### config.mk
export PLATFORM = sky130hd
export DESIGN_NAME = octal_dac_serial_input_frame
export DESIGN_NICKNAME = d
export VERILOG_FILES = /design/src/rtl/octal_dac_pkg.sv /design/src/rtl/octal_dac_serial_input_frame.sv /design/src/rtl/pin_sync.sv
export SDC_FILE = /design/constraint.sdc
export NUM_CORES = 1
export LEC_CHECK = 0
export BUFFER_PORTS_ARGS = -buffer_cell sky130_fd_sc_hd__buf_2
export CORE_UTILIZATION = 50
export DETAILED_ROUTE_END_ITERATION = 10
export GPL_ROUTABILITY_DRIVEN = 0
export HOLD_SLACK_MARGIN = 0.06
export PLACE_DENSITY = 0.71
export SYNTH_ARGS = -nofsm -noshare
export SYNTH_HDL_FRONTEND = slang
export SYNTH_HIERARCHICAL = 1
export SYNTH_SLANG_ARGS = --single-unit
### constraint.sdc
create_clock -name mclk -period 2.3 [get_ports mclk]
set_input_delay 0.23 -clock mclk [delete_from_list [all_inputs] [get_ports mclk]]
set_output_delay 0.23 -clock mclk [all_outputs]
set_load 0.01 [all_outputs]
### src/rtl/octal_dac_pkg.sv
// Constants, field layout and carrier types of the octal DAC serial front end
package octal_dac_pkg;

	// Frame geometry
	localparam int         WORD_BITS   = 16;
	localparam int         CHANNELS    = 8;
	localparam int         CODE_BITS   = 8;
	localparam logic [4:0] FRAME_EDGES = 5'h10;   // Falling edges in a full frame
	localparam logic [4:0] ABORT_EDGES = 5'h0f;   // Rise before this edge aborts
	localparam logic [4:0] COUNT_MAX   = 5'h1f;   // Edge counter saturation

	// Field positions inside the captured word
	localparam int CMD_MSB  = 15;
	localparam int CMD_LSB  = 12;
	localparam int DATA_MSB = 11;
	localparam int DATA_LSB = 4;

	// Command codes; 4'h0..4'h7 write the channel of that number
	localparam logic [3:0] CMD_MODE       = 4'h8;
	localparam logic [3:0] CMD_UPDATE_ALL = 4'h9;
	localparam logic [3:0] CMD_BROADCAST  = 4'ha;
	localparam logic [3:0] CMD_PD_LOW     = 4'hb;
	localparam logic [3:0] CMD_PD_HIGH    = 4'hc;
	localparam logic [3:0] CMD_PD_OPEN    = 4'hd;
	localparam logic [3:0] CMD_POWER_UP   = 4'he;

	// Reset values
	localparam logic [7:0] CODE_RESET = 8'h00;
	localparam logic       MODE_RESET = 1'b0;    // Write-through
	localparam logic [2:0] PIN_RESET  = 3'h6;    // Clock high, frame idle, data low

	// Output termination of one channel
	typedef enum logic [1:0] {
		TERM_ACTIVE = 2'b00,
		TERM_LOW    = 2'b01,
		TERM_HIGH   = 2'b10,
		TERM_OPEN   = 2'b11
	} term_e;

	// State of one analog channel as handed to the converter
	typedef struct packed {
		term_e      term;
		logic [7:0] code;
	} chan_s;

endpackage

### src/rtl/octal_dac_serial_input_frame.sv
// Serial frame capture, command decode and channel state of an octal 8-bit DAC
//
// Summary of operation
// - With frame select low, data is shifted into a 16-bit register on each falling clock.
// - Frame select rising after the 16th falling edge acts on the word and updates the DAC.
// - Frame select rising before the 16th falling edge aborts and leaves channels untouched.
// - The daisy output carries shifted-through data only beyond 16 clocks of one frame.
// - Chained devices sharing frame select all update on its single rising edge.
// - After reset every channel reads code zero until the first valid complete frame.
// - Each channel powers down on its own into one of three termination states.
// - The word selects mode, power-down state, channel register and output value.
`timescale 1ns/1ps
module octal_dac_serial_input_frame (
	input  wire logic                      mclk,
	input  wire logic                      rst_n,
	input  wire logic                      sclkPin,
	input  wire logic                      syncPin_n,
	input  wire logic                      dinPin,
	output octal_dac_pkg::chan_s [7:0]     chanOut,
	output logic                           dout,
	output logic                           written
);

	////////////////////////////////////////////////////////////////////////////
	// Pin synchronisation and edge detection

	logic [2:0]  pinS;
	logic        sclkPrev;
	logic        syncPrev_n;
	logic [4:0]  bitCount;
	logic [15:0] shiftReg;
	logic [7:0]  chanReg [8];
	logic        holdMode;

	// Pins come from the host clock, so never read them raw
	pin_sync #(
		.WIDTH     (3),
		.RESET_VAL (octal_dac_pkg::PIN_RESET)
	) u_pin_sync (
		.clk     (mclk),
		.rst_n   (rst_n),
		.pinIn   ({sclkPin, syncPin_n, dinPin}),
		.pinSync (pinS)
	);

	wire sclkS       = pinS[2];
	wire syncS_n     = pinS[1];
	wire dinS        = pinS[0];
	wire sclkFall    = sclkPrev & ~sclkS;
	wire syncRise    = ~syncPrev_n & syncS_n;
	wire frameActive = ~syncS_n;
	// 15 edges is short too, so 16 is the single threshold
	// full frames only
	wire applyWord   = syncRise && (bitCount >= octal_dac_pkg::FRAME_EDGES);

	// Previous samples for edge detection
	always_ff @(posedge mclk or negedge rst_n) begin
		if (!rst_n) begin
			sclkPrev   <= 1'b1;
			syncPrev_n <= 1'b1;
		end else begin
			sclkPrev   <= sclkS;
			syncPrev_n <= syncS_n;
		end
	end

	////////////////////////////////////////////////////////////////////////////
	// Frame capture

	always_ff @(posedge mclk or negedge rst_n) begin
		if (!rst_n) begin
			bitCount <= 5'h00;
		end else if (!frameActive) begin
			bitCount <= 5'h00;
		end else if (sclkFall && bitCount != octal_dac_pkg::COUNT_MAX) begin
			bitCount <= bitCount + 5'h01;
		end
	end

	always_ff @(posedge mclk or negedge rst_n) begin
		if (!rst_n) begin
			shiftReg <= 16'h0000;
		end else if (frameActive && sclkFall) begin
			shiftReg <= {shiftReg[14:0], dinS};
		end
	end

	always_ff @(posedge mclk or negedge rst_n) begin
		if (!rst_n) begin
			dout <= 1'b0;
		end else if (!frameActive) begin
			dout <= 1'b0;
		end else if (sclkFall) begin
			dout <= (bitCount >= octal_dac_pkg::FRAME_EDGES) ? shiftReg[15] : 1'b0;
		end
	end

	////////////////////////////////////////////////////////////////////////////
	// Command decode

	wire [3:0] cmd     = shiftReg[octal_dac_pkg::CMD_MSB:octal_dac_pkg::CMD_LSB];
	wire [7:0] dataVal = shiftReg[octal_dac_pkg::DATA_MSB:octal_dac_pkg::DATA_LSB];
	wire       isPd    = (cmd == octal_dac_pkg::CMD_PD_LOW) ||
	                     (cmd == octal_dac_pkg::CMD_PD_HIGH) ||
	                     (cmd == octal_dac_pkg::CMD_PD_OPEN);
	// PD commands are consecutive, so the offset gives the termination
	wire [1:0] pdOffset = 2'(cmd - octal_dac_pkg::CMD_PD_LOW);
	wire octal_dac_pkg::term_e pdTerm = octal_dac_pkg::term_e'(2'(pdOffset + 2'b01));

	octal_dac_pkg::chan_s [7:0] next_chanOut;
	logic [7:0]                 next_chanReg [8];
	logic                       next_holdMode;

	always_comb begin
		next_chanOut  = chanOut;
		next_chanReg  = chanReg;
		next_holdMode = holdMode;
		if (applyWord) begin
			case (cmd)
				octal_dac_pkg::CMD_MODE: begin
					next_holdMode = dataVal[0];
				end
				octal_dac_pkg::CMD_UPDATE_ALL: begin
					for (int i = 0; i < octal_dac_pkg::CHANNELS; i++) begin
						next_chanOut[i].code = chanReg[i];
					end
				end
				octal_dac_pkg::CMD_BROADCAST: begin
					for (int i = 0; i < octal_dac_pkg::CHANNELS; i++) begin
						next_chanReg[i]      = dataVal;
						next_chanOut[i].code = dataVal;
					end
				end
				octal_dac_pkg::CMD_PD_LOW, octal_dac_pkg::CMD_PD_HIGH,
				octal_dac_pkg::CMD_PD_OPEN, octal_dac_pkg::CMD_POWER_UP: begin
					for (int i = 0; i < octal_dac_pkg::CHANNELS; i++) begin
						if (dataVal[i]) begin
							next_chanOut[i].term = isPd ? pdTerm
							                            : octal_dac_pkg::TERM_ACTIVE;
						end
					end
				end
				default: begin
					// Channel write; code 4'hf falls here and is ignored
					if (!cmd[3]) begin
						next_chanReg[cmd[2:0]] = dataVal;
						if (!holdMode) begin
							next_chanOut[cmd[2:0]].code = dataVal;
						end
					end
				end
			endcase
		end
	end

	////////////////////////////////////////////////////////////////////////////
	// Channel state

	// zero code from reset; only a full frame changes it
	always_ff @(posedge mclk or negedge rst_n) begin
		if (!rst_n) begin
			chanOut  <= '0;
			holdMode <= octal_dac_pkg::MODE_RESET;
			written  <= 1'b0;
			for (int i = 0; i < octal_dac_pkg::CHANNELS; i++) begin
				chanReg[i] <= octal_dac_pkg::CODE_RESET;
			end
		end else begin
			chanOut  <= next_chanOut;
			holdMode <= next_holdMode;
			written  <= written | applyWord;
			chanReg  <= next_chanReg;
		end
	end
endmodule

### src/rtl/pin_sync.sv
// Two-stage synchroniser for asynchronous input pins
`timescale 1ns/1ps
module pin_sync #(
	parameter int         WIDTH     = 3,
	parameter logic [2:0] RESET_VAL = 3'h0
) (
	input  wire logic             clk,
	input  wire logic             rst_n,
	input  wire logic [WIDTH-1:0] pinIn,
	output logic      [WIDTH-1:0] pinSync
);

	logic [WIDTH-1:0] stage1;

	// First stage feeds only the second
	always_ff @(posedge clk or negedge rst_n) begin
		if (!rst_n) begin
			stage1  <= RESET_VAL[WIDTH-1:0];
			pinSync <= RESET_VAL[WIDTH-1:0];
		end else begin
			stage1  <= pinIn;
			pinSync <= stage1;
		end
	end

endmodule

Yosys cells after proc, flatten, opt, wreduce, memory -nomap -nowiden. Cells that the tools add are included.

Bits in registers: 176. Input bits: 5. Output and inout bits: 82. Word-level logic and storage cells: 136.

$add $sub $neg: 3. Magnitude comparators: 5. Equality and inequality tests: 21. Multiplexer cells: 40. Bitwise gates (word level): 10. Reduce and logical (&&, ||, !) cells: 24.

Operators with widths (count): $pmux W8 S3 (8); $mux W80 (2); $pmux W64 S2 (1); $bwmux W80 (1); $bwmux W64 (1); $mux W64 (1); $reduce_and A5 Y1 (8); $pmux W2 S2 (8); $demux W10 S3 (1); $eq A4 B4 Y1 const B (7); $demux W8 S3 (1); $mux W2 (9); $mux W8 (2); $ne A2 B2 Y1 const B (8); $mux W5 (2); $ne A2 B1 Y1 const B (3); $ne A3 B1 Y1 const B (2); $not A1 Y1 (6); $reduce_or A6 Y1 (1); $add A5 B1 Y5 const B (1); $ge A5 B5 Y1 const B (1); $logic_and A1 B1 Y1 (5); $ne A5 B5 Y1 const B (1); $reduce_or A5 Y1 (1); 17 further kinds (22).

Longest topological paths before layout. Gate-level depths: netlist (run 1).

Word-level depth: 8. Depth in mapped cells: 7. Mapped depth without buffers: 7.

Hierarchy. The synthesis (run 1) kept the hierarchy.

Modules (own cells, without submodules): octal_dac_serial_input_frame (instances 1, cells an instance 637, area each 7881.3 um^2, seq. area each 4256.6 um^2); pin_sync (instances 1, cells an instance 6, area each 155.1 um^2, seq. area each 155.1 um^2).

Least setup slack after synthesis (run 1). OpenSTA, ideal clock, no wires.

Path kind: register to register. Start point: register u_pin_sync.pinSync[1]. End point: register chanReg[32] (netlist name). Setup time: 0.125 ns. Arrival time: 1.722 ns. Required time: 2.175 ns. Setup slack: 0.453 ns. Cell stages (with the launch flop): 7. Buffers on the path: 2. Period minus slack after synthesis: 1.847 ns. Cell sequence: dfstp_2 > buf_4 > and3b_1 > buf_4 > nand2_1 > nor3_4 > mux2_2.

Cells in the longest elaborated chain, start to end: 3.

RTL lines: from (decl) (RTL line pin_sync.sv:10) `output logic [WIDTH-1:0] pinSync`; from (signal assigned) (RTL line pin_sync.sv:19) `pinSync <= RESET_VAL[WIDTH-1:0];`; from (signal assigned) (RTL line pin_sync.sv:22) `pinSync <= stage1;`; $and A1 B1 Y1 (RTL line octal_dac_serial_input_frame.sv:50) `wire syncRise = ~syncPrev_n & syncS_n;`; $logic_and A1 B1 Y1 (RTL line octal_dac_serial_input_frame.sv:54) `wire applyWord = syncRise && (bitCount >= octal_dac_pkg::FRAME_EDGES);`; $reduce_and A3 Y1 (no line); to (signal, indexed assignment) (RTL line octal_dac_serial_input_frame.sv:166) `chanReg[i] <= octal_dac_pkg::CODE_RESET;`; to (signal assigned) (RTL line octal_dac_serial_input_frame.sv:172) `chanReg <= next_chanReg;`; to (decl) (RTL line octal_dac_serial_input_frame.sv:32) `logic [7:0] chanReg [8];`.

No other way between the ends. A chain may end at the register's enable or synchronous reset.

Worst setup path in the final report (run 1).
Start point: register u_pin_sync.pinSync[1]. End point: register chanOut[27] (netlist name).

Cells in the longest elaborated chain, start to end: 3.

RTL lines: $and A1 B1 Y1 (RTL line octal_dac_serial_input_frame.sv:50); $logic_and A1 B1 Y1 (RTL line octal_dac_serial_input_frame.sv:54); $reduce_and A4 Y1 (no line); to (signal assigned) (RTL line octal_dac_serial_input_frame.sv:169) `chanOut <= next_chanOut;`; to (decl) (RTL line octal_dac_serial_input_frame.sv:19) `output octal_dac_pkg::chan_s [7:0] chanOut,`.

No other way between the ends.

==> results of run 1 <==
## worst reg2reg max path: stages, from the launching register on
cell and delay, ns:
dfstp_2 0.64, nand4bb_1 0.38, a311o_1 0.55, o21bai_4 0.27, o2bb2ai_1 0.17
## metal layers
layer	GRT usage [%]	share of wire, %	vias up
met1	37.5	44	2961
met3	5.16	6.3	40
met2	39.6	47	211
met5	0	0	-
li1	-	-	2515
met4	9.34	2.1	0
## cells by family after synthesis
logic type	after synthesis	share of synthesized area [%]
compound gates	148	12.0
flops	176	54.9
fa+ha+maj	2	0.311
mux	154	21.5
xor+xnor	6	0.654
simple gates	105	7.64
buf+inv	52	2.96
## cells in the final DEF, fill, tap and decap left out, types with 3 or more instances in the layout
| master | synthesis | routed |
|---|---|---|
| o21ai_2 | 6 | 6 |
| nand3_1 | 10 | 10 |
| xnor2_1 | 3 | 3 |
| bufinv_16 | 0 | 4 |
| a21oi_2 | 3 | 3 |
| nand2_1 | 24 | 24 |
| clkbuf_16 | 0 | 17 |
| buf_4 | 4 | 28 |
| nor2_1 | 14 | 14 |
| o22ai_1 | 49 | 49 |
| inv_6 | 0 | 3 |
| xor2_1 | 3 | 3 |
| dfstp_2 | 6 | 6 |
| a21oi_1 | 57 | 57 |
| dlygate4sd3_1 | 0 | 4 |
| o21ai_0 | 9 | 9 |
| a21boi_0 | 8 | 8 |
| nor4_1 | 3 | 3 |
| nor2b_1 | 10 | 9 |
| clkinv_2 | 0 | 4 |
| nand2b_1 | 17 | 17 |
| mux2_2 | 151 | 151 |
| dfrtp_1 | 170 | 170 |
| and3b_1 | 9 | 9 |
| nor3b_2 | 3 | 3 |
| o2bb2ai_1 | 8 | 8 |
| buf_2 | 16 | 85 |
| nor3_1 | 3 | 3 |
## metrics by stage
step                area, um2  power (mW)  hold slack [ns]  worst slack, ns  instances
finish                   9430        6.97            0.348            0.162        955
global route             9430        7.17            0.363           0.0976        955
CTS                      9430        6.99            0.358            0.205        955
detailed placement       8760        3.89            0.266            0.211        919
global placement         8760        3.86            0.251            0.295        919
floorplan                8040        3.55          -0.0656            0.453        643
## registers in the layout, indices dropped and copies added (netlist names)
register            cells
chanOut                80
chanReg                64
shiftReg               16
bitCount                5
u_pin_sync/pinSync      3
u_pin_sync/stage1       3
dout                    1
holdMode                1
sclkPrev                1
syncPrev_n              1
written                 1
## final cells by class
| class | count | area share (%) |
|---|---|---|
| repair buffers | 120 | 7.71 |
| well taps | 211 | 2.80 |
| multi-input cells | 415 | 35.9 |
| inverters | 1 | 0.0398 |
| clock buffers | 19 | 4.80 |
| clock inverters | 13 | 1.94 |
| flip-flops and latches | 176 | 46.8 |
## power groups by stage
stage / registers [mW] / logic, mW / clock network [mW]
after CTS: 3.31 / 0.534 / 3.15
after global routing: 3.33 / 0.574 / 3.27
after global placement: 3.36 / 0.500 / 0
final: 3.32 / 0.538 / 3.11
after floorplan: 3.29 / 0.265 / 0
after detailed placement: 3.37 / 0.524 / 0
## worst paths after layout
| kind | slack, ns | to |
|---|---|---|
| min reg2reg | 0.36 | u_pin_sync/pinSync[1]$_DFF_PN1_ |
| max in group asynchronous | 1.23 | chanOut[50]$_DFFE_PN0P_ |
| min | 0.35 | shiftReg[0]$_DFFE_PN0P_ |
| max reg2reg | 0.16 | chanOut[27]$_DFFE_PN0P_ |
| min in group mclk | 0.36 | u_pin_sync/pinSync[1]$_DFF_PN1_ |
| max | 0.16 | chanOut[27]$_DFFE_PN0P_ |
==> results.yml, run 1 <==
power_and_ir_drop:
  p_sw_mw: 1.73
  power_density_nw_per_um2: 739
  p_int_mw: 5.24
  swShare_pct: 24.8
  seq_power_share_pct: 47.6
  ir_drop_mv: 0.544
  pwr-share-clk_pct: 44.7
  combPwrFrac_pct: 7.7
  cellLeakagePower_nw: 4.62
setup_path:
  path_max_fanout: 11
  crit_slowest_cell: "dfstp_2"
  worstSetupStartpoint: "u_pin_sync/pinSync[1]$_DFF_PN1_"
  critPathLaunchType: "flip-flop"
  cp_cell_sequence: "nand4bb_1 -> a311o_1 -> o21bai_4 -> o2bb2ai_1"
  worstReg2RegStart: "u_pin_sync/pinSync[1]$_DFF_PN1_"
  crit_buf_inv: 0
  cp_data_arrival_time_ns: 2.45
  r2r_cells: 4
  path_depth: 4
  required_ns: 2.61
  critPathKind: "reg -> reg"
  worst_setup_path_end_kind: "flip-flop"
  critPathMaxStageDelay_ns: 0.64
  crit_family: "compound AO/OA/AOI/OAI gates"
timing:
  setup_tns_ns: 0
  slew_headroom_pct: 53.5
  slew_violations: 0
  fin_crit_sh_pct: 93.0
  fin_crit_ns: 2.14
  hold_viol: 0
  skew_ns: 0.00679
  grt_setup_unrepaired: "false"
  setup_viol: 0
  tightest_slew_ns: 0.698
  fmax_mhz: 468
floorplanning:
  die_area_um2: 16600
  coreArea_um2: 15400
  die_h_um: 129
  initial_core_util_pct: 52.1
  fp.dieW_um: 129
  io_pins: 87
  rows: 45
synth:
  synthTopCellsByCount: "170 x dfrtp_1, 151 x mux2_2, 57 x a21oi_1"
  syn_area_um2: 8040
  synthCells: 643
  synth_area_leaders: "dfrtp_1 53%, mux2_2 21%, o22ai_1 3.8%"
  ys_seq_area_share_pct: 54.9
  synth_seq_cells: 176
  synthArstFlopShare_pct: 100
  ys_warn_count: 6
  synth-edff-count: 0
  synth.avg_cell_area_um2: 12.5
  synth_ff_type: "dfrtp_1"
  synth_fp_nets: 650
  synth_cell_types: 45
  synth_top_area_share_pct: 52.9
  post-synth-top-count-cell: "dfrtp_1"
  synth_area_leader_cell: "dfrtp_1"
placed_design:
  portBuffers: 86
  place_hpwl_mm: 13.7
grt:
  grt_pass1_vias: 5712
  grt_overflow: 0
  grt.total_usage_pct: 26.1
  grt_pass1_wl_mm: 31.9
  grt_antenna_before_repair: 0
  grt_max_degree: 64
route:
  dr.pass1.iters: 5
  wl_mm: 20.3
  vias: 5727
  detail-route-antenna-nets: 0
  drt_iter0_drc: 636
  detail_route.drc_violations: 0
  vias_per_cell: 6.00
  wl_per_cell_um: 21.3
cts:
  cts_buffer_depth: 2
  clk_latency_ns: 0.44
  cts-resized-gates: 0
  cts_sinks: 176
  cts_setup_buffers: 0
  cts_buffers: 17
  hold_buffers: 4
  cts_tree: "yes"
  cts_root_buf: "clkbuf_16"
  clkTransAtPathRegs_ns: 0.07
  cts.htree.levels: 4
cells_and_area:
  final_nets: 738
  n_antenna_cell: 0
  drive_gt1_share_pct: 44.1
  multiInputGateArea_um2: 3390
  fill_cells: 1228
  area_growth_pct: 17.4
  final_core_util_pct: 61.1
  seq_area_um2: 4410
status:
  status: "finished, final reports clean"
run:
  maxCapViolCount: 0
worst_hold_path:
  hp-class: "in -> async"
Note: power is estimated with default switching activity, not from simulation.
==> run 2, diff against run 1 <==
- CELL_PAD_IN_SITES_DETAIL_PLACEMENT: default -> 1
- CELL_PAD_IN_SITES_GLOBAL_PLACEMENT: default -> 1
- CORE_UTILIZATION: 50 -> 48
- PLACE_DENSITY: 0.71 -> 0.81
==> run 2 against run 1 <==
  * Hold slack worse by 0.066 ns
  * Register-to-register slack worse by 0.02 ns
  * Clock power down 1%
  * Count of clock-buffer cells in the layout down 1
  * Clock skew up 0.0035 ns
  * Utilization down 2.6 points
  * Power down 0.45%
  * Final cell count up 0.63%
  * Global-route usage up 3.1 points
  * Die area up 4.1%
  * Critical path depth unchanged
==> results.yml, run 2 (synthesized netlist as in run 1, its figures left out) <==
route:
  detail_route.drc_violations: 0
  wl_per_cell_um: 25.0
  vias_per_cell: 6.12
  drt_iter0_drc: 481
  detail-route-antenna-nets: 0
  dr.pass1.iters: 5
  wl_mm: 24.1
  vias: 5884
grt:
  grt_pass1_vias: 6338
  grt_overflow: 0
  gr-usage-met2_pct: 47.8
  busiest_layer: "met2"
  grt.total_usage_pct: 29.2
  grtUsageMet3_pct: 6.02
  grt_max_degree: 82
  grt_use_met1_pct: 38.3
  grt_antenna_before_repair: 0
  grt_pass1_wl_mm: 37.9
cells_and_area:
  area_growth_pct: 17.3
  drive_gt1_share_pct: 44.3
  final_area_um2: 9430
  largest_reg_flops: 80
  n_antenna_cell: 0
  final_nets: 739
  top_regs: "chanOut (80), chanReg (64), shiftReg (16)"
  regMostFlops: "chanOut"
  final_common_cell: "dfrtp_1"
  layout_common_cells: "169 x dfrtp_1, 151 x mux2_2, 85 x buf_2, 57 x a21oi_1, 49 x o22ai_1"
  fill_cells: 1663
setup_path:
  path_max_fanout: 11
  cp_data_arrival_time_ns: 2.48
  critPathMaxStageDelay_ns: 0.65
  crit_slowest_cell: "dfstp_2"
  worst_setup_path_end_kind: "flip-flop"
  r2r_cells: 4
  required_ns: 2.62
  critPathLaunchType: "flip-flop"
  critPathKind: "reg -> reg"
  cp_cell_sequence: "nand4bb_1 -> a311o_1 -> o21bai_4 -> o2bb2ai_1"
floorplanning:
  fp.dieW_um: 131
  coreArea_um2: 16100
  initial_core_util_pct: 49.9
  die_h_um: 131
  io_pins: 87
  die_area_um2: 17300
  rows: 46
placed_design:
  portBuffers: 86
  dpl_cell_area_um2: 8770
  place_hpwl_mm: 15.7
timing:
  slew_headroom_pct: 52.1
  grt_setup_unrepaired: "false"
  fin_crit_sh_pct: 93.9
  slew_violations: 0
  setup_tns_ns: 0
  whs_ns: 0.282
  skew_ns: 0.0103
  fin_crit_ns: 2.16
  hold_viol: 0
  tightest_slew_ns: 0.715
  fmax_mhz: 463
  setup_viol: 0
cts:
  cts_sinks: 176
  cts_buffer_depth: 2
  clk_latency_ns: 0.44
  cts.htree.levels: 4
  cts_tree: "yes"
  cts_root_buf: "clkbuf_16"
  cts_buffers: 17
  clkTransAtPathRegs_ns: 0.07
status:
  status: "finished, final reports clean"
run:
  maxCapViolCount: 0
worst_hold_path:
  hp-class: "in -> async"
power_and_ir_drop:
  power_density_nw_per_um2: 736
  ir_drop_mv: 0.523
  cellLeakagePower_nw: 4.61
## run 2: cell types whose count changed in the layout (fill, tap and decap cells not counted), sizes merged
| cell | delta |
|---|---|
| bufinv | -1 |
| buf | +1 |
| inv | +4 |
| clkbuf | -1 |
| clkinv | -2 |
## run 2: critical path, delay by kind of cell (launching register included)
| kind | cells | cell delay [ns] |
|---|---|---|
| DFF | 1 | 0.65 |
| AOI/OAI and AO/OA | 3 | 0.99 |
| and+or+nand+nor | 1 | 0.40 |
## run 2: worst paths after layout
path / startpoint / endpoint / slack (ns)
max: u_pin_sync/pinSync[1]$_DFF_PN1_ / chanOut[21]$_DFFE_PN0P_ / 0.14
min: rst_n / chanOut[68]$_DFFE_PN0P_ / 0.28
max reg2reg: u_pin_sync/pinSync[1]$_DFF_PN1_ / chanOut[21]$_DFFE_PN0P_ / 0.14
min reg2reg: u_pin_sync/stage1[0]$_DFF_PN0_ / u_pin_sync/pinSync[0]$_DFF_PN0_ / 0.36
max in group asynchronous: rst_n / sclkPrev$_DFF_PN1_ / 1.25
min in group mclk: u_pin_sync/stage1[0]$_DFF_PN0_ / u_pin_sync/pinSync[0]$_DFF_PN0_ / 0.36
## run 2: repair_timing
item	4_1_cts	5_1_grt
endpoints found under the hold margin	39	0
hold buffers	4	0
endpoints found under the setup margin	0	3
gates resized for setup	0	1
setup buffers	0	0
## run 2: stage by stage
step	cells	util [%]	worst slack, ns	total power, mW
2_1_floorplan	643	-	0.453	3.55
3_3_place_gp	925	54.4	0.229	3.84
3_5_place_dp	925	54.4	0.134	3.88
4_1_cts	961	58.5	0.121	6.94
5_1_grt	961	58.5	0.0394	7.10
6_report	961	58.5	0.140	6.94
## run 2: report_power, final
group / leakage, nW / total, mW / internal (mW) / switching [mW]
clock: 0.303 / 3.07 / 1.76 / 1.31
combinational: 1.89 / 0.521 / 0.181 / 0.340
sequential: 2.42 / 3.34 / 3.17 / 0.173
## run 2: routing by layer
layer | share of wire, % | wire [um]
met1 | 42 | 10000
met2 | 50 | 12000
met3 | 5.6 | 1340
met4 | 2.8 | 663
met5 | 0 | 0
## run 2: area by class of cell
class	instances	area, um2	share of cell area, %
multi-input cells	415	3390	36.0
clock buffers	18	439	4.66
flip-flops and latches	176	4410	46.8
clock inverters	14	178	1.88
repair buffers	121	734	7.79
inverters	1	3.75	0.0398
well taps	216	270	2.87
